`src/verilog/alu_pkg.sv`:
```
//////////////////////////////////////////////////////////////////////////////
// Behaviour
// (RQ1) Add/subtract destination with register or immediate; no byte immediate subtract.
// (RQ2) Add/subtract with carry work on bytes only, including the carry flag.
// (RQ3) Increment or decrement a register by 1 or 2, any size.
// (RQ4) Pointer add or subtract 1, 2 or 4 on a longword register.
// (RQ5) Decimal adjust a byte after add or subtract using flags.
// (RQ6) Unsigned multiply 8x8 to 16 bits, or 16x16 to 32 bits.
// (RQ7) Signed multiply with the same widths as unsigned multiply.
// (RQ8) Unsigned divide 16/8 or 32/16 giving quotient and remainder.
// (RQ9) Signed divide 16/8 or 32/16 giving quotient and remainder.
// (RQ10) Compare subtracts, updates flags only, keeps destination.
// (RQ11) Negate replaces register with zero minus its value.
// (RQ12) Zero extend clears the upper half above the lower half.
// (RQ13) Sign extend copies lower half top bit into upper half.
// (RQ14) Test-and-set flags a byte against zero and writes bit 7 set.
// (RQ15) Software should use pointer registers 0, 1, 4 or 5 for test-and-set.
// (RQ16) AND, OR, XOR combine destination with register or immediate.
// (RQ17) Complement inverts every bit of the selected size.
// (RQ18) Arithmetic shifts by 1 or 2; right shift keeps the sign bit.
// (RQ19) Logical shifts by 1 or 2 fill with zeros.
// (RQ20) Rotates by 1 or 2 re-enter bits at the other end.
// (RQ21) Rotates through carry include the carry as an extra bit.
// (RQ22) Condition codes hold negative, zero, overflow and carry flags.
// (RQ23) All but compare write back, only the sized bits.
// (RQ24) Usual two's complement carry/overflow; logic clears overflow.
//////////////////////////////////////////////////////////////////////////////
package alu_pkg;

  typedef enum logic [5:0] {
    OP_ADD, OP_SUB, OP_ADD_WITH_CARRY_OP, OP_SUBTRACT_WITH_CARRY_OP, OP_INC, OP_DEC, OP_ADDS, OP_POINTER_SUBTRACT_OP,
    OP_DAA, OP_DAS, OP_MULU, OP_MULS, OP_DIVU, OP_DIVS, OP_CMP, OP_NEG,
    OP_ZERO_EXTEND_OP, OP_SIGN_EXTEND_OP, OP_TAS, OP_AND, OP_OR, OP_XOR, OP_NOT,
    OP_ARITH_SHIFT_LEFT, OP_ARITH_SHIFT_RIGHT, OP_LOGIC_SHIFT_LEFT, OP_LOGIC_SHIFT_RIGHT, OP_ROTATE_LEFT, OP_ROTATE_RIGHT, OP_ROTATE_LEFT_VIA_CARRY, OP_ROTATE_RIGHT_VIA_CARRY
  } alu_op_t;

  typedef enum logic [1:0] {SZ_BYTE, SZ_WORD, SZ_LONG} alu_size_t;

  typedef struct packed {
    logic n;
    logic z;
    logic v;
    logic c;
  } alu_ccr_t;

  typedef struct packed {
    alu_op_t   op;
    alu_size_t size;
    logic      use_imm;
    logic [1:0] amount;
    logic [31:0] dst;
    logic [31:0] src;
    logic [31:0] imm;
  } alu_req_t;

  typedef struct packed {
    logic        valid;
    logic        write;
    logic        refused;
    logic [31:0] result;
    alu_ccr_t    condition_code_register;
  } alu_rsp_t;

  localparam alu_ccr_t CCR_RESET = '0;
  localparam logic [31:0] RESULT_RESET = 32'h0000_0000;
  localparam logic [7:0] TAS_SET_MASK = 8'h80;
  localparam int DIV_STEPS_BYTE = 8;
  localparam int DIV_STEPS_WORD = 16;

endpackage : alu_pkg

```
`src/verilog/alu_core.sv`:
```
`timescale 1ns/1ps
module alu_core
  import alu_pkg::*;
(
  // Clock and reset
  input  wire logic     i_sys_clk,
  input  wire logic     i_reset,
  // Request from decoder
  input  wire logic     i_valid,
  input  alu_req_t      i_req,
  // Result and flags
  output alu_rsp_t      o_rsp,
  output alu_ccr_t      o_ccr
);

  //////////////////////////////////////////////////////////////////////////////
  typedef struct packed {
    alu_rsp_t rsp;
    alu_ccr_t condition_code_register;
  } alu_state_t;

  alu_state_t st_r;
  alu_state_t st_nxt;

  logic [15:0] qb;
  logic [15:0] rb;
  logic [15:0] qw;
  logic [15:0] rw;
  logic [31:0] div_num_b;
  logic [15:0] div_den_b;
  logic [31:0] div_num_w;
  logic [15:0] div_den_w;

  // Byte division reuses the word divider with zero-extended operands.
  alu_divider #(.W(16)) u_div_b (
    .i_dividend (div_num_b),
    .i_divisor  (div_den_b),
    .o_quot     (qb),
    .o_rem      (rb)
  );
  alu_divider #(.W(16)) u_div_w (
    .i_dividend (div_num_w),
    .i_divisor  (div_den_w),
    .o_quot     (qw),
    .o_rem      (rw)
  );

  //////////////////////////////////////////////////////////////////////////////
  function automatic logic [31:0] szmask(input alu_size_t s);
    unique case (s)
      SZ_BYTE: szmask = 32'h0000_00FF;
      SZ_WORD: szmask = 32'h0000_FFFF;
      default: szmask = 32'hFFFF_FFFF;
    endcase
  endfunction : szmask

  function automatic int msb(input alu_size_t s);
    unique case (s)
      SZ_BYTE: msb = 7;
      SZ_WORD: msb = 15;
      default: msb = 31;
    endcase
  endfunction : msb

  logic [31:0] a;
  logic [31:0] b;
  logic [32:0] sum;
  logic [31:0] res;
  logic [31:0] mask;
  logic        sub;
  logic        wr;
  logic        ref_op;
  logic        cin;
  logic        cset;
  logic        vset;
  logic        logic_op;
  logic        keep_v;
  logic        sa;
  logic        sb;
  logic [15:0] ma;
  logic [15:0] mb;
  logic [7:0]  da;
  logic [7:0]  adj;
  logic        divneg;
  logic        remneg;
  logic [31:0] prod;
  int          m;
  int          n;
  alu_ccr_t    f;

  always_comb begin
    st_nxt = st_r;
    f = st_r.condition_code_register;
    mask = szmask(i_req.size);
    m = msb(i_req.size);
    a = i_req.dst & mask;
    b = (i_req.use_imm ? i_req.imm : i_req.src) & mask;
    sub = 1'b0;
    cin = 1'b0;
    wr = 1'b1;
    ref_op = 1'b0;
    logic_op = 1'b0;
    keep_v = 1'b0;
    res = '0;
    cset = f.c;
    vset = 1'b0;
    sum = '0;
    sa = 1'b0;
    sb = 1'b0;
    ma = '0;
    mb = '0;
    da = '0;
    adj = '0;
    divneg = 1'b0;
    remneg = 1'b0;
    prod = '0;
    n = 1;
    div_num_b = '0;
    div_den_b = '0;
    div_num_w = '0;
    div_den_w = '0;
    unique case (i_req.op)
      OP_ADD, OP_SUB, OP_CMP, OP_ADD_WITH_CARRY_OP, OP_SUBTRACT_WITH_CARRY_OP, OP_NEG: begin
        if (i_req.op == OP_NEG) begin
          b = a;
          a = '0;
        end
        sub = (i_req.op != OP_ADD) && (i_req.op != OP_ADD_WITH_CARRY_OP); // [RQ1] [RQ11]
        if (i_req.op == OP_ADD_WITH_CARRY_OP || i_req.op == OP_SUBTRACT_WITH_CARRY_OP) begin
          cin = st_r.condition_code_register.c; // [RQ2]
          ref_op = (i_req.size != SZ_BYTE); // [RQ2]
        end
        if (i_req.op == OP_SUB && i_req.use_imm && i_req.size == SZ_BYTE) begin
          ref_op = 1'b1; // [RQ1]
        end
        wr = (i_req.op != OP_CMP); // [RQ10]
        sum = sub ? ({1'b0, a} - {1'b0, b} - {32'h0, cin})
                  : ({1'b0, a} + {1'b0, b} + {32'h0, cin});
        res = sum[31:0] & mask;
        cset = sum[m + 1] ^ (|(a >> (m + 1))) ; // [RQ24]
        vset = sub ? (a[m] != b[m]) && (res[m] != a[m])
                   : (a[m] == b[m]) && (res[m] != a[m]); // [RQ24]
      end
      OP_INC, OP_DEC: begin
        n = (i_req.amount == 2'd2) ? 2 : 1; // [RQ3]
        b = 32'(n);
        sum = (i_req.op == OP_DEC) ? {1'b0, a} - {1'b0, b}
                                   : {1'b0, a} + {1'b0, b};
        res = sum[31:0] & mask; // [RQ3]
        cset = f.c;
        vset = (i_req.op == OP_DEC) ? (a[m] && !res[m]) : (!a[m] && res[m]);
      end
      OP_ADDS, OP_POINTER_SUBTRACT_OP: begin
        ref_op = (i_req.size != SZ_LONG); // [RQ4]
        n = (i_req.amount == 2'd3) ? 4 : ((i_req.amount == 2'd2) ? 2 : 1);
        res = (i_req.op == OP_POINTER_SUBTRACT_OP) ? i_req.dst - 32'(n)
                                    : i_req.dst + 32'(n); // [RQ4]
        mask = 32'hFFFF_FFFF;
        keep_v = 1'b1;
      end
      OP_DAA, OP_DAS: begin
        da = a[7:0];
        if (st_r.condition_code_register.c || da > 8'h99) adj[7:4] = 4'h6; // [RQ5]
        if (da[3:0] > 4'h9) adj[3:0] = 4'h6; // [RQ5]
        res = {24'h0, (i_req.op == OP_DAA) ? da + adj : da - adj};
        cset = (i_req.op == OP_DAA) ? (st_r.condition_code_register.c || da > 8'h99) : st_r.condition_code_register.c;
        ref_op = (i_req.size != SZ_BYTE);
      end
      OP_MULU, OP_MULS: begin
        ma = (i_req.size == SZ_BYTE) ? {8'h0, a[7:0]} : a[15:0];
        mb = (i_req.size == SZ_BYTE) ? {8'h0, i_req.src[7:0]} : i_req.src[15:0];
        if (i_req.op == OP_MULS) begin
          sa = ma[msb(i_req.size)];
          sb = mb[msb(i_req.size)];
          if (sa) ma = (i_req.size == SZ_BYTE) ? {8'h0, 8'(-ma[7:0])} : -ma;
          if (sb) mb = (i_req.size == SZ_BYTE) ? {8'h0, 8'(-mb[7:0])} : -mb;
        end
        prod = 32'(ma) * 32'(mb); // [RQ6]
        if (sa ^ sb) prod = -prod; // [RQ7]
        mask = (i_req.size == SZ_BYTE) ? 32'h0000_FFFF : 32'hFFFF_FFFF;
        res = prod & mask;
        ref_op = (i_req.size == SZ_LONG);
        keep_v = 1'b1;
      end
      OP_DIVU, OP_DIVS: begin
        mask = (i_req.size == SZ_BYTE) ? 32'h0000_FFFF : 32'hFFFF_FFFF;
        div_num_b = {16'h0, i_req.dst[15:0]};
        div_den_b = {8'h0, i_req.src[7:0]};
        div_num_w = i_req.dst;
        div_den_w = i_req.src[15:0];
        if (i_req.op == OP_DIVS) begin
          remneg = (i_req.size == SZ_BYTE) ? i_req.dst[15] : i_req.dst[31];
          divneg = remneg ^ ((i_req.size == SZ_BYTE) ? i_req.src[7]
                                                    : i_req.src[15]);
          if (i_req.dst[15]) div_num_b = {16'h0, 16'(-i_req.dst[15:0])};
          if (i_req.src[7]) div_den_b = {8'h0, 8'(-i_req.src[7:0])};
          if (i_req.dst[31]) div_num_w = -i_req.dst;
          if (i_req.src[15]) div_den_w = -i_req.src[15:0];
        end
        if (i_req.size == SZ_BYTE) begin // [RQ8] [RQ9]
          res = {16'h0, remneg ? 8'(-rb[7:0]) : rb[7:0],
                 divneg ? 8'(-qb[7:0]) : qb[7:0]};
        end else begin
          res = {remneg ? -rw : rw, divneg ? -qw : qw}; // [RQ8] [RQ9]
        end
        ref_op = (i_req.size == SZ_LONG);
        keep_v = 1'b1;
      end
      OP_ZERO_EXTEND_OP, OP_SIGN_EXTEND_OP: begin
        ref_op = (i_req.size == SZ_BYTE);
        if (i_req.size == SZ_WORD) begin
          res = {16'h0, (i_req.op == OP_SIGN_EXTEND_OP && a[7]) ? 8'hFF : 8'h00,
                 a[7:0]}; // [RQ12] [RQ13]
        end else begin
          res = {(i_req.op == OP_SIGN_EXTEND_OP && a[15]) ? 16'hFFFF : 16'h0000,
                 a[15:0]}; // [RQ12] [RQ13]
        end
        logic_op = 1'b1;
      end
      OP_TAS: begin
        res = {24'h0, a[7:0] | TAS_SET_MASK}; // [RQ14]
        mask = 32'h0000_00FF;
        logic_op = 1'b1;
        ref_op = (i_req.size != SZ_BYTE);
      end
      OP_AND, OP_OR, OP_XOR, OP_NOT: begin
        logic_op = 1'b1;
        unique case (i_req.op)
          OP_AND: res = a & b; // [RQ16]
          OP_OR: res = a | b; // [RQ16]
          OP_XOR: res = a ^ b; // [RQ16]
          default: res = ~a & mask; // [RQ17]
        endcase
      end
      default: begin
        // Shifts and rotates; two positions run the one-step loop twice.
        res = a;
        cset = f.c;
        n = (i_req.amount == 2'd2) ? 2 : 1;
        for (int k = 0; k < 2; k++) begin
          if (k < n) begin
            unique case (i_req.op)
              OP_ARITH_SHIFT_LEFT, OP_LOGIC_SHIFT_LEFT: begin
                cset = res[m]; // [RQ18] [RQ19]
                vset = vset | (res[m] ^ res[m - 1]);
                res = (res << 1) & mask;
              end
              OP_ARITH_SHIFT_RIGHT: begin
                cset = res[0];
                res = (res >> 1) | (32'(res[m]) << m); // [RQ18]
              end
              OP_LOGIC_SHIFT_RIGHT: begin
                cset = res[0];
                res = res >> 1; // [RQ19]
              end
              OP_ROTATE_LEFT: begin
                cset = res[m];
                res = ((res << 1) | 32'(res[m])) & mask; // [RQ20]
              end
              OP_ROTATE_RIGHT: begin
                cset = res[0];
                res = (res >> 1) | (32'(res[0]) << m); // [RQ20]
              end
              OP_ROTATE_LEFT_VIA_CARRY: begin
                sa = res[m];
                res = ((res << 1) | 32'(cset)) & mask; // [RQ21]
                cset = sa;
              end
              default: begin
                sa = res[0];
                res = (res >> 1) | (32'(cset) << m); // [RQ21]
                cset = sa;
              end
            endcase
          end
        end
        if (i_req.op != OP_ARITH_SHIFT_LEFT) vset = 1'b0;
      end
    endcase
    if (i_req.op == OP_TAS) wr = 1'b1;
    if (i_valid && !ref_op) begin
      if (!keep_v && i_req.op != OP_ADDS && i_req.op != OP_POINTER_SUBTRACT_OP) begin
        f.n = (i_req.op == OP_TAS) ? a[7] : res[m]; // [RQ22]
        f.z = (i_req.op == OP_TAS) ? (a[7:0] == 8'h00)
                                   : ((res & mask) == 32'h0); // [RQ22]
        f.v = logic_op ? 1'b0 : vset; // [RQ24]
        if (!logic_op) f.c = cset; // [RQ24]
      end
      if ((i_req.op == OP_INC || i_req.op == OP_DEC)) f.c = st_r.condition_code_register.c;
      st_nxt.condition_code_register = f;
    end
    st_nxt.rsp.valid = i_valid;
    st_nxt.rsp.refused = i_valid && ref_op;
    st_nxt.rsp.write = i_valid && !ref_op && wr;
    // Bits outside the result mask keep the destination's old contents.
    st_nxt.rsp.result = (i_req.dst & ~mask) | (res & mask); // [RQ23]
  end

  //////////////////////////////////////////////////////////////////////////////
  always_ff @(posedge i_sys_clk) begin
    if (i_reset) begin
      st_r.rsp <= '{valid: 1'b0, write: 1'b0, refused: 1'b0,
                    result: RESULT_RESET, condition_code_register: CCR_RESET};
      st_r.condition_code_register <= CCR_RESET;
    end else begin
      st_r <= st_nxt;
    end
  end

  always_comb begin
    o_rsp = st_r.rsp;
    o_rsp.condition_code_register = st_r.condition_code_register;
  end
  assign o_ccr = st_r.condition_code_register;

  //////////////////////////////////////////////////////////////////////////////
  a_cmp_no_write: assert property (@(posedge i_sys_clk) disable iff (i_reset)
    i_valid && i_req.op == OP_CMP |=> !o_rsp.write) // [RQ10]
    else $error("compare wrote its destination");

  a_byte_sub_imm: assert property (@(posedge i_sys_clk) disable iff (i_reset)
    i_valid && i_req.op == OP_SUB && i_req.use_imm && i_req.size == SZ_BYTE
    |=> o_rsp.refused && !o_rsp.write) // [RQ1]
    else $error("byte immediate subtract was not refused");

  a_add_byte_sum: assert property (@(posedge i_sys_clk) disable iff (i_reset)
    i_valid && i_req.op == OP_ADD && i_req.size == SZ_BYTE && !i_req.use_imm
    |=> o_rsp.result[7:0] == 8'($past(i_req.dst[7:0]) + $past(i_req.src[7:0]))
        && o_rsp.result[31:8] == $past(i_req.dst[31:8])) // [RQ1]
    else $error("byte add result wrong");

  a_neg_value: assert property (@(posedge i_sys_clk) disable iff (i_reset)
    i_valid && i_req.op == OP_NEG && i_req.size == SZ_LONG
    |=> o_rsp.result == -$past(i_req.dst)) // [RQ11]
    else $error("negate result wrong");

  a_tas_bit7: assert property (@(posedge i_sys_clk) disable iff (i_reset)
    i_valid && i_req.op == OP_TAS && i_req.size == SZ_BYTE
    |=> o_rsp.result[7] && o_rsp.condition_code_register.z == ($past(i_req.dst[7:0]) == 8'h00))
    // [RQ14]
    else $error("test-and-set wrong");

  a_logic_clr_v: assert property (@(posedge i_sys_clk) disable iff (i_reset)
    i_valid && i_req.op inside {OP_AND, OP_OR, OP_XOR, OP_NOT}
    |=> !o_ccr.v) // [RQ24]
    else $error("logic op left overflow set");

  a_adds_long: assert property (@(posedge i_sys_clk) disable iff (i_reset)
    i_valid && i_req.op == OP_ADDS && i_req.size == SZ_LONG
    && i_req.amount == 2'd3 |=> o_rsp.result == $past(i_req.dst) + 32'h4)
    // [RQ4]
    else $error("pointer add by four wrong");

  a_mulu_byte: assert property (@(posedge i_sys_clk) disable iff (i_reset)
    i_valid && i_req.op == OP_MULU && i_req.size == SZ_BYTE
    |=> o_rsp.result[15:0] == 16'($past(i_req.dst[7:0]))
        * 16'($past(i_req.src[7:0])))
    // [RQ6]
    else $error("unsigned byte multiply wrong");

  a_logic_shift_right_zero: assert property (@(posedge i_sys_clk) disable iff (i_reset)
    i_valid && i_req.op == OP_LOGIC_SHIFT_RIGHT && i_req.size == SZ_BYTE
    && i_req.amount == 2'd2 |=> o_rsp.result[7:6] == 2'b00) // [RQ19]
    else $error("logical right shift did not fill zeros");

endmodule : alu_core

```
`src/verilog/alu_divider.sv`:
```
`timescale 1ns/1ps
// Single-cycle restoring divider on magnitudes; signs are fixed by caller.
module alu_divider
  import alu_pkg::*;
#(
  parameter int W = 16
) (
  // Operands
  input  wire logic [2*W-1:0] i_dividend,
  input  wire logic [W-1:0]   i_divisor,
  // Results
  output logic      [W-1:0]   o_quot,
  output logic      [W-1:0]   o_rem
);
  logic [W:0]   rem;
  logic [W-1:0] q;
  always_comb begin
    rem = '0;
    q = '0;
    for (int i = 2*W-1; i >= 0; i--) begin
      rem = {rem[W-1:0], i_dividend[i]};
      if (rem >= {1'b0, i_divisor}) begin
        rem = rem - {1'b0, i_divisor};
        if (i < W) q[i] = 1'b1;
      end
    end
    o_quot = q;
    o_rem = rem[W-1:0];
  end
endmodule : alu_divider

```
`config.mk`:
```
export PLATFORM = sky130hd
export DESIGN_NAME = alu_core
export DESIGN_NICKNAME = d
export VERILOG_FILES = /design/src/verilog/alu_pkg.sv /design/src/verilog/alu_core.sv /design/src/verilog/alu_divider.sv
export SDC_FILE = /design/constraint.sdc
export NUM_CORES = 2
export LEC_CHECK = 0
export BUFFER_PORTS_ARGS = -buffer_cell sky130_fd_sc_hd__buf_4
export CORE_MARGIN = 4
export CORE_UTILIZATION = 50
export CTS_CLUSTER_DIAMETER = 80
export DETAILED_ROUTE_END_ITERATION = 8
export PLACE_DENSITY = 0.64
export SYNTH_ARGS = -nofsm -noshare
export SYNTH_HDL_FRONTEND = slang
export SYNTH_SLANG_ARGS = --single-unit
```
`constraint.sdc`:
```
create_clock -name i_sys_clk -period 186.5 [get_ports i_sys_clk]
set_input_delay 9.325 -clock i_sys_clk [delete_from_list [all_inputs] [get_ports i_sys_clk]]
set_output_delay 9.325 -clock i_sys_clk [all_outputs]
set_load 0.03 [all_outputs]
```
==> out/results.md <==
Worst setup path
• Critical-path top delay cell: sky130_fd_sc_hd__nand3_1
• longest individual stage delay on the worst path: 0.64 ns
• cell type with the highest occurrence count on the critical path: sky130_fd_sc_hd__a21o_1
• endpoint of the lowest-slack register-to-register path: o_ccr[2]
• start-to-end type of the worst setup path: in2reg
• launching point of the worst reg2reg path: o_ccr[0]
• cell count of the worst reg-to-reg path: 46
• Worst R2R Setup Slack: 176.76 ns
• data arrival at the endpoint of the critical path: 142.62 ns
• CP max FO: 32
• required arrival time at the worst endpoint: 186.77 ns
• Crit. End Element: register
• CP Launch Type: primary input

STA
• worst slack on hold paths: 0.595 ns
• share of the clock period used by the worst path after layout: 76.3%
• Final Critical Period: 142.35 ns
• total count of hold-check failures in the final report: 0
• maximum clock rate: 7.02 MHz
• final count of pins violating max slew: 0
• worst clock skew: 0.0150 ns
• setup tns final: 0 ns
• RSZ-0062 raised after global routing: no
• Final Setup Violations: 0
• worst-case headroom to the max-slew limit: 10.0%
• Worst Tran Pin Value: 1.35 ns

Run status
• run status: finished clean

Finish
• Final Core Density: 52.8%
• synthesis-to-finish area growth: 4.52%
• FILL cells: 14.6k
• post-route cell area: 77100 um^2
• total number of nets in the final design: 11.8k
• fraction of layout instances using a drive strength above 1: 7.00%

Yosys
• Synth Area in XOR/XNOR: 11.8%
• largest family of logic cells by synthesized area: compound AO/OA/AOI/OAI gates
• cells taking the most area after synthesis: sky130_fd_sc_hd__ha_1 18%, sky130_fd_sc_hd__xnor2_1 7.9%, sky130_fd_sc_hd__a21oi_1 6.7%
• synthesized area: 73800 um^2
• number of distinct standard cells referenced by the synthesized netlist: 144
• number of warnings printed during yosys synthesis: 0
• most instantiated flip-flop cell in the synthesis netlist: sky130_fd_sc_hd__dfxtp_1
• proportion of synthesized flip-flops having asynchronous set or reset: 0%
• per-instance average area after synthesis: 7.08 um^2
• fraction of the mapped netlist area in adder cells: 24.9%
• flop and latch count out of synthesis: 39
• synthesized netlist cell count: 10.4k
• Compound-Gate Fraction of Synth Area: 29.6%
• number of enable-type register cells in the synthesized netlist: 0
• leading cell type by number of instances after synthesis: sky130_fd_sc_hd__ha_1
• post-synthesis mux area share: 5.56%
• share of the synthesized area in the top cell type: 18.2%
• proportion of synthesized chip area in sequential cells: 1.06%
• cell types with the highest counts after synthesis: 1071 x sky130_fd_sc_hd__ha_1, 994 x sky130_fd_sc_hd__a21oi_1, 985 x sky130_fd_sc_hd__nor2_1
• basic-gate share of the synthesized area counting and, or, nand and nor cells: 21.1%
• Mapped Nets: 11.9k
• cell type contributing the most total cell area after synthesis: sky130_fd_sc_hd__ha_1

Route
• number of vias per cell: 6.46
• Vias: 79.3k
• total DRC errors in the routed layout: 0
• post-route ant nets: 0
• first-pass detailed-route iteration total: 8
• violation count after the first detailed-route iteration: 7302
• DR WL/cell: 22.9 um
• WL final: 282000 um

Placement
• Placed Instance Area: 77000 um^2
• Final Wtd Congestion: 1.08
• count of buffers inserted at the top-level ports: 152
• half-perimeter wire length of the detailed placement result: 225000 um

Clocking
• maximum clock insertion buffer count: 2
• number of clock buffers inserted by TritonCTS: 5
• # clock sinks: 39
• depth of the CTS H-tree: 2
• clock-pin slew on the worst setup and hold paths: 0.07 ns
• clock network latency to the later pin of the worst-skew pair: 0.32 ns
• post-CTS sizing: 0
• Post-CTS Hold Buffers: 0
• TritonCTS clock tree: built
• buffers inserted by post-CTS timing repair: 0
• Clk Tree Root Cell: sky130_fd_sc_hd__clkbuf_16

Die
• Initial Util: 50.5%
• horizontal die dimension: 392 um
• height of the die: 392 um
• Total Die Area: 154000 um^2
• standard cell core area: 146000 um^2
• number of placed I/O pins: 153
• cell row count: 140

Global route
• via count of the first global-routing pass: 75.2k
• layer with the highest usage after global routing: met2
• met3 routing resource usage after global routing: 7.56%
• total routing usage reported by global routing: 35.1%
• wire length of the first global-routing pass: 430000 um
• number of antenna violations at the first check in global routing: 24
• remaining global-route overflow: 0
• met1 Track Usage GR: 45.5%
• met2 Track Usage GR: 56.1%
• pin count of the biggest net entering global routing: 63

Worst hold path
• worst hold start: o_ccr[3]
• Hold/Removal Path Class: reg2reg
• hold path cells: 2
• Hold Crit Endpoint: o_ccr[3]

Flow run
• max capacitance violation total: 0

[worst max-delay path by stage]
| stage | startpoint | to | cells after the start |
|---|---|---|---|
| 2_1_floorplan | i_req[32] | o_ccr[2] | 1186 |
| 3_3_place_gp | i_req[66] | o_ccr[2] | 701 |
| 3_5_place_dp | i_req[66] | o_ccr[2] | 699 |
| 4_1_cts | i_req[66] | o_ccr[2] | 698 |
| 5_1_grt | i_req[66] | o_ccr[2] | 699 |
| 6_report | i_req[66] | o_ccr[2] | 698 |
[state kept, by name (all words and copies together), names as in the netlist]
signal,count
o_ccr,4
o_rsp,35
[kinds of logic (layout without fill, tap and decap cells)]
group / Yosys count / count (layout)
buffers and inverters: 1147 / 1051
adders and majority gates: 1319 / 1319
DFF: 39 / 39
muxes: 366 / 366
xor gates and xnor gates: 984 / 984
other: 0 / 17
and+or+nand+nor: 3223 / 3223
AOI/OAI and AO/OA: 3351 / 3351
[through the flow]
step | cells | setup slack, ns
floorplan | 10400 | 52.29
global placement | 12200 | 48.96
detailed placement | 12200 | 46.18
CTS | 12300 | 45.85
global route | 12300 | 32.11
finish | 12300 | 44.15
[layout make-up]
cell class / instances / area [um^2] / share of cell area (%)
clock buffer: 6 / 129 / 0.167
sequential: 39 / 781 / 1.01
clock inverter: 2 / 12.5 / 0.0162
inverter: 761 / 2860 / 3.70
antenna: 17 / 42.5 / 0.0551
tap: 1917 / 2400 / 3.11
multi-input combinational: 9243 / 68800 / 89.2
timing repair buffer: 282 / 2120 / 2.74
[metal layers]
layer / share of wire, % / routed length (um)
met1: 42 / 119000
met2: 43 / 121000
met3: 9.5 / 26700
met4: 5.2 / 14800
met5: 0.048 / 135
[cells in the final DEF, fill, tap and decap left out, types with 70 or more instances in the layout]
| cell | count |
|---|---|
| sky130_fd_sc_hd__ha_1 | 1070 |
| sky130_fd_sc_hd__a21oi_1 | 992 |
| sky130_fd_sc_hd__nor2_1 | 977 |
| sky130_fd_sc_hd__nand2_1 | 870 |
| sky130_fd_sc_hd__inv_1 | 748 |
| sky130_fd_sc_hd__xnor2_1 | 664 |
| sky130_fd_sc_hd__o21ai_0 | 664 |
| sky130_fd_sc_hd__a21o_1 | 655 |
| sky130_fd_sc_hd__xor2_1 | 315 |
| sky130_fd_sc_hd__buf_4 | 282 |
| sky130_fd_sc_hd__fa_1 | 248 |
| sky130_fd_sc_hd__mux2_2 | 212 |
| sky130_fd_sc_hd__nand4_1 | 207 |
| sky130_fd_sc_hd__nand2b_1 | 181 |
| sky130_fd_sc_hd__nor3_1 | 169 |
| sky130_fd_sc_hd__nor2b_1 | 167 |
| sky130_fd_sc_hd__nand3_1 | 138 |
| sky130_fd_sc_hd__mux2i_1 | 133 |
| sky130_fd_sc_hd__a211oi_1 | 117 |
| sky130_fd_sc_hd__and2_1 | 93 |
| sky130_fd_sc_hd__a221oi_1 | 74 |
| sky130_fd_sc_hd__and3_1 | 72 |
| sky130_fd_sc_hd__nor4_1 | 70 |
[worst max-delay path: cells and delay by family]
kind / cells / cell delay, ns
xor+xnor: 1 / 0.56
simple gates: 142 / 25.02
compound gates: 447 / 81.18
mux: 28 / 11.80
buf+inv: 46 / 5.98
fa+ha+maj: 34 / 8.43
Power is not shown: default switching activity piles up to over one toggle a cycle in this logic, so the estimate is an artifact.
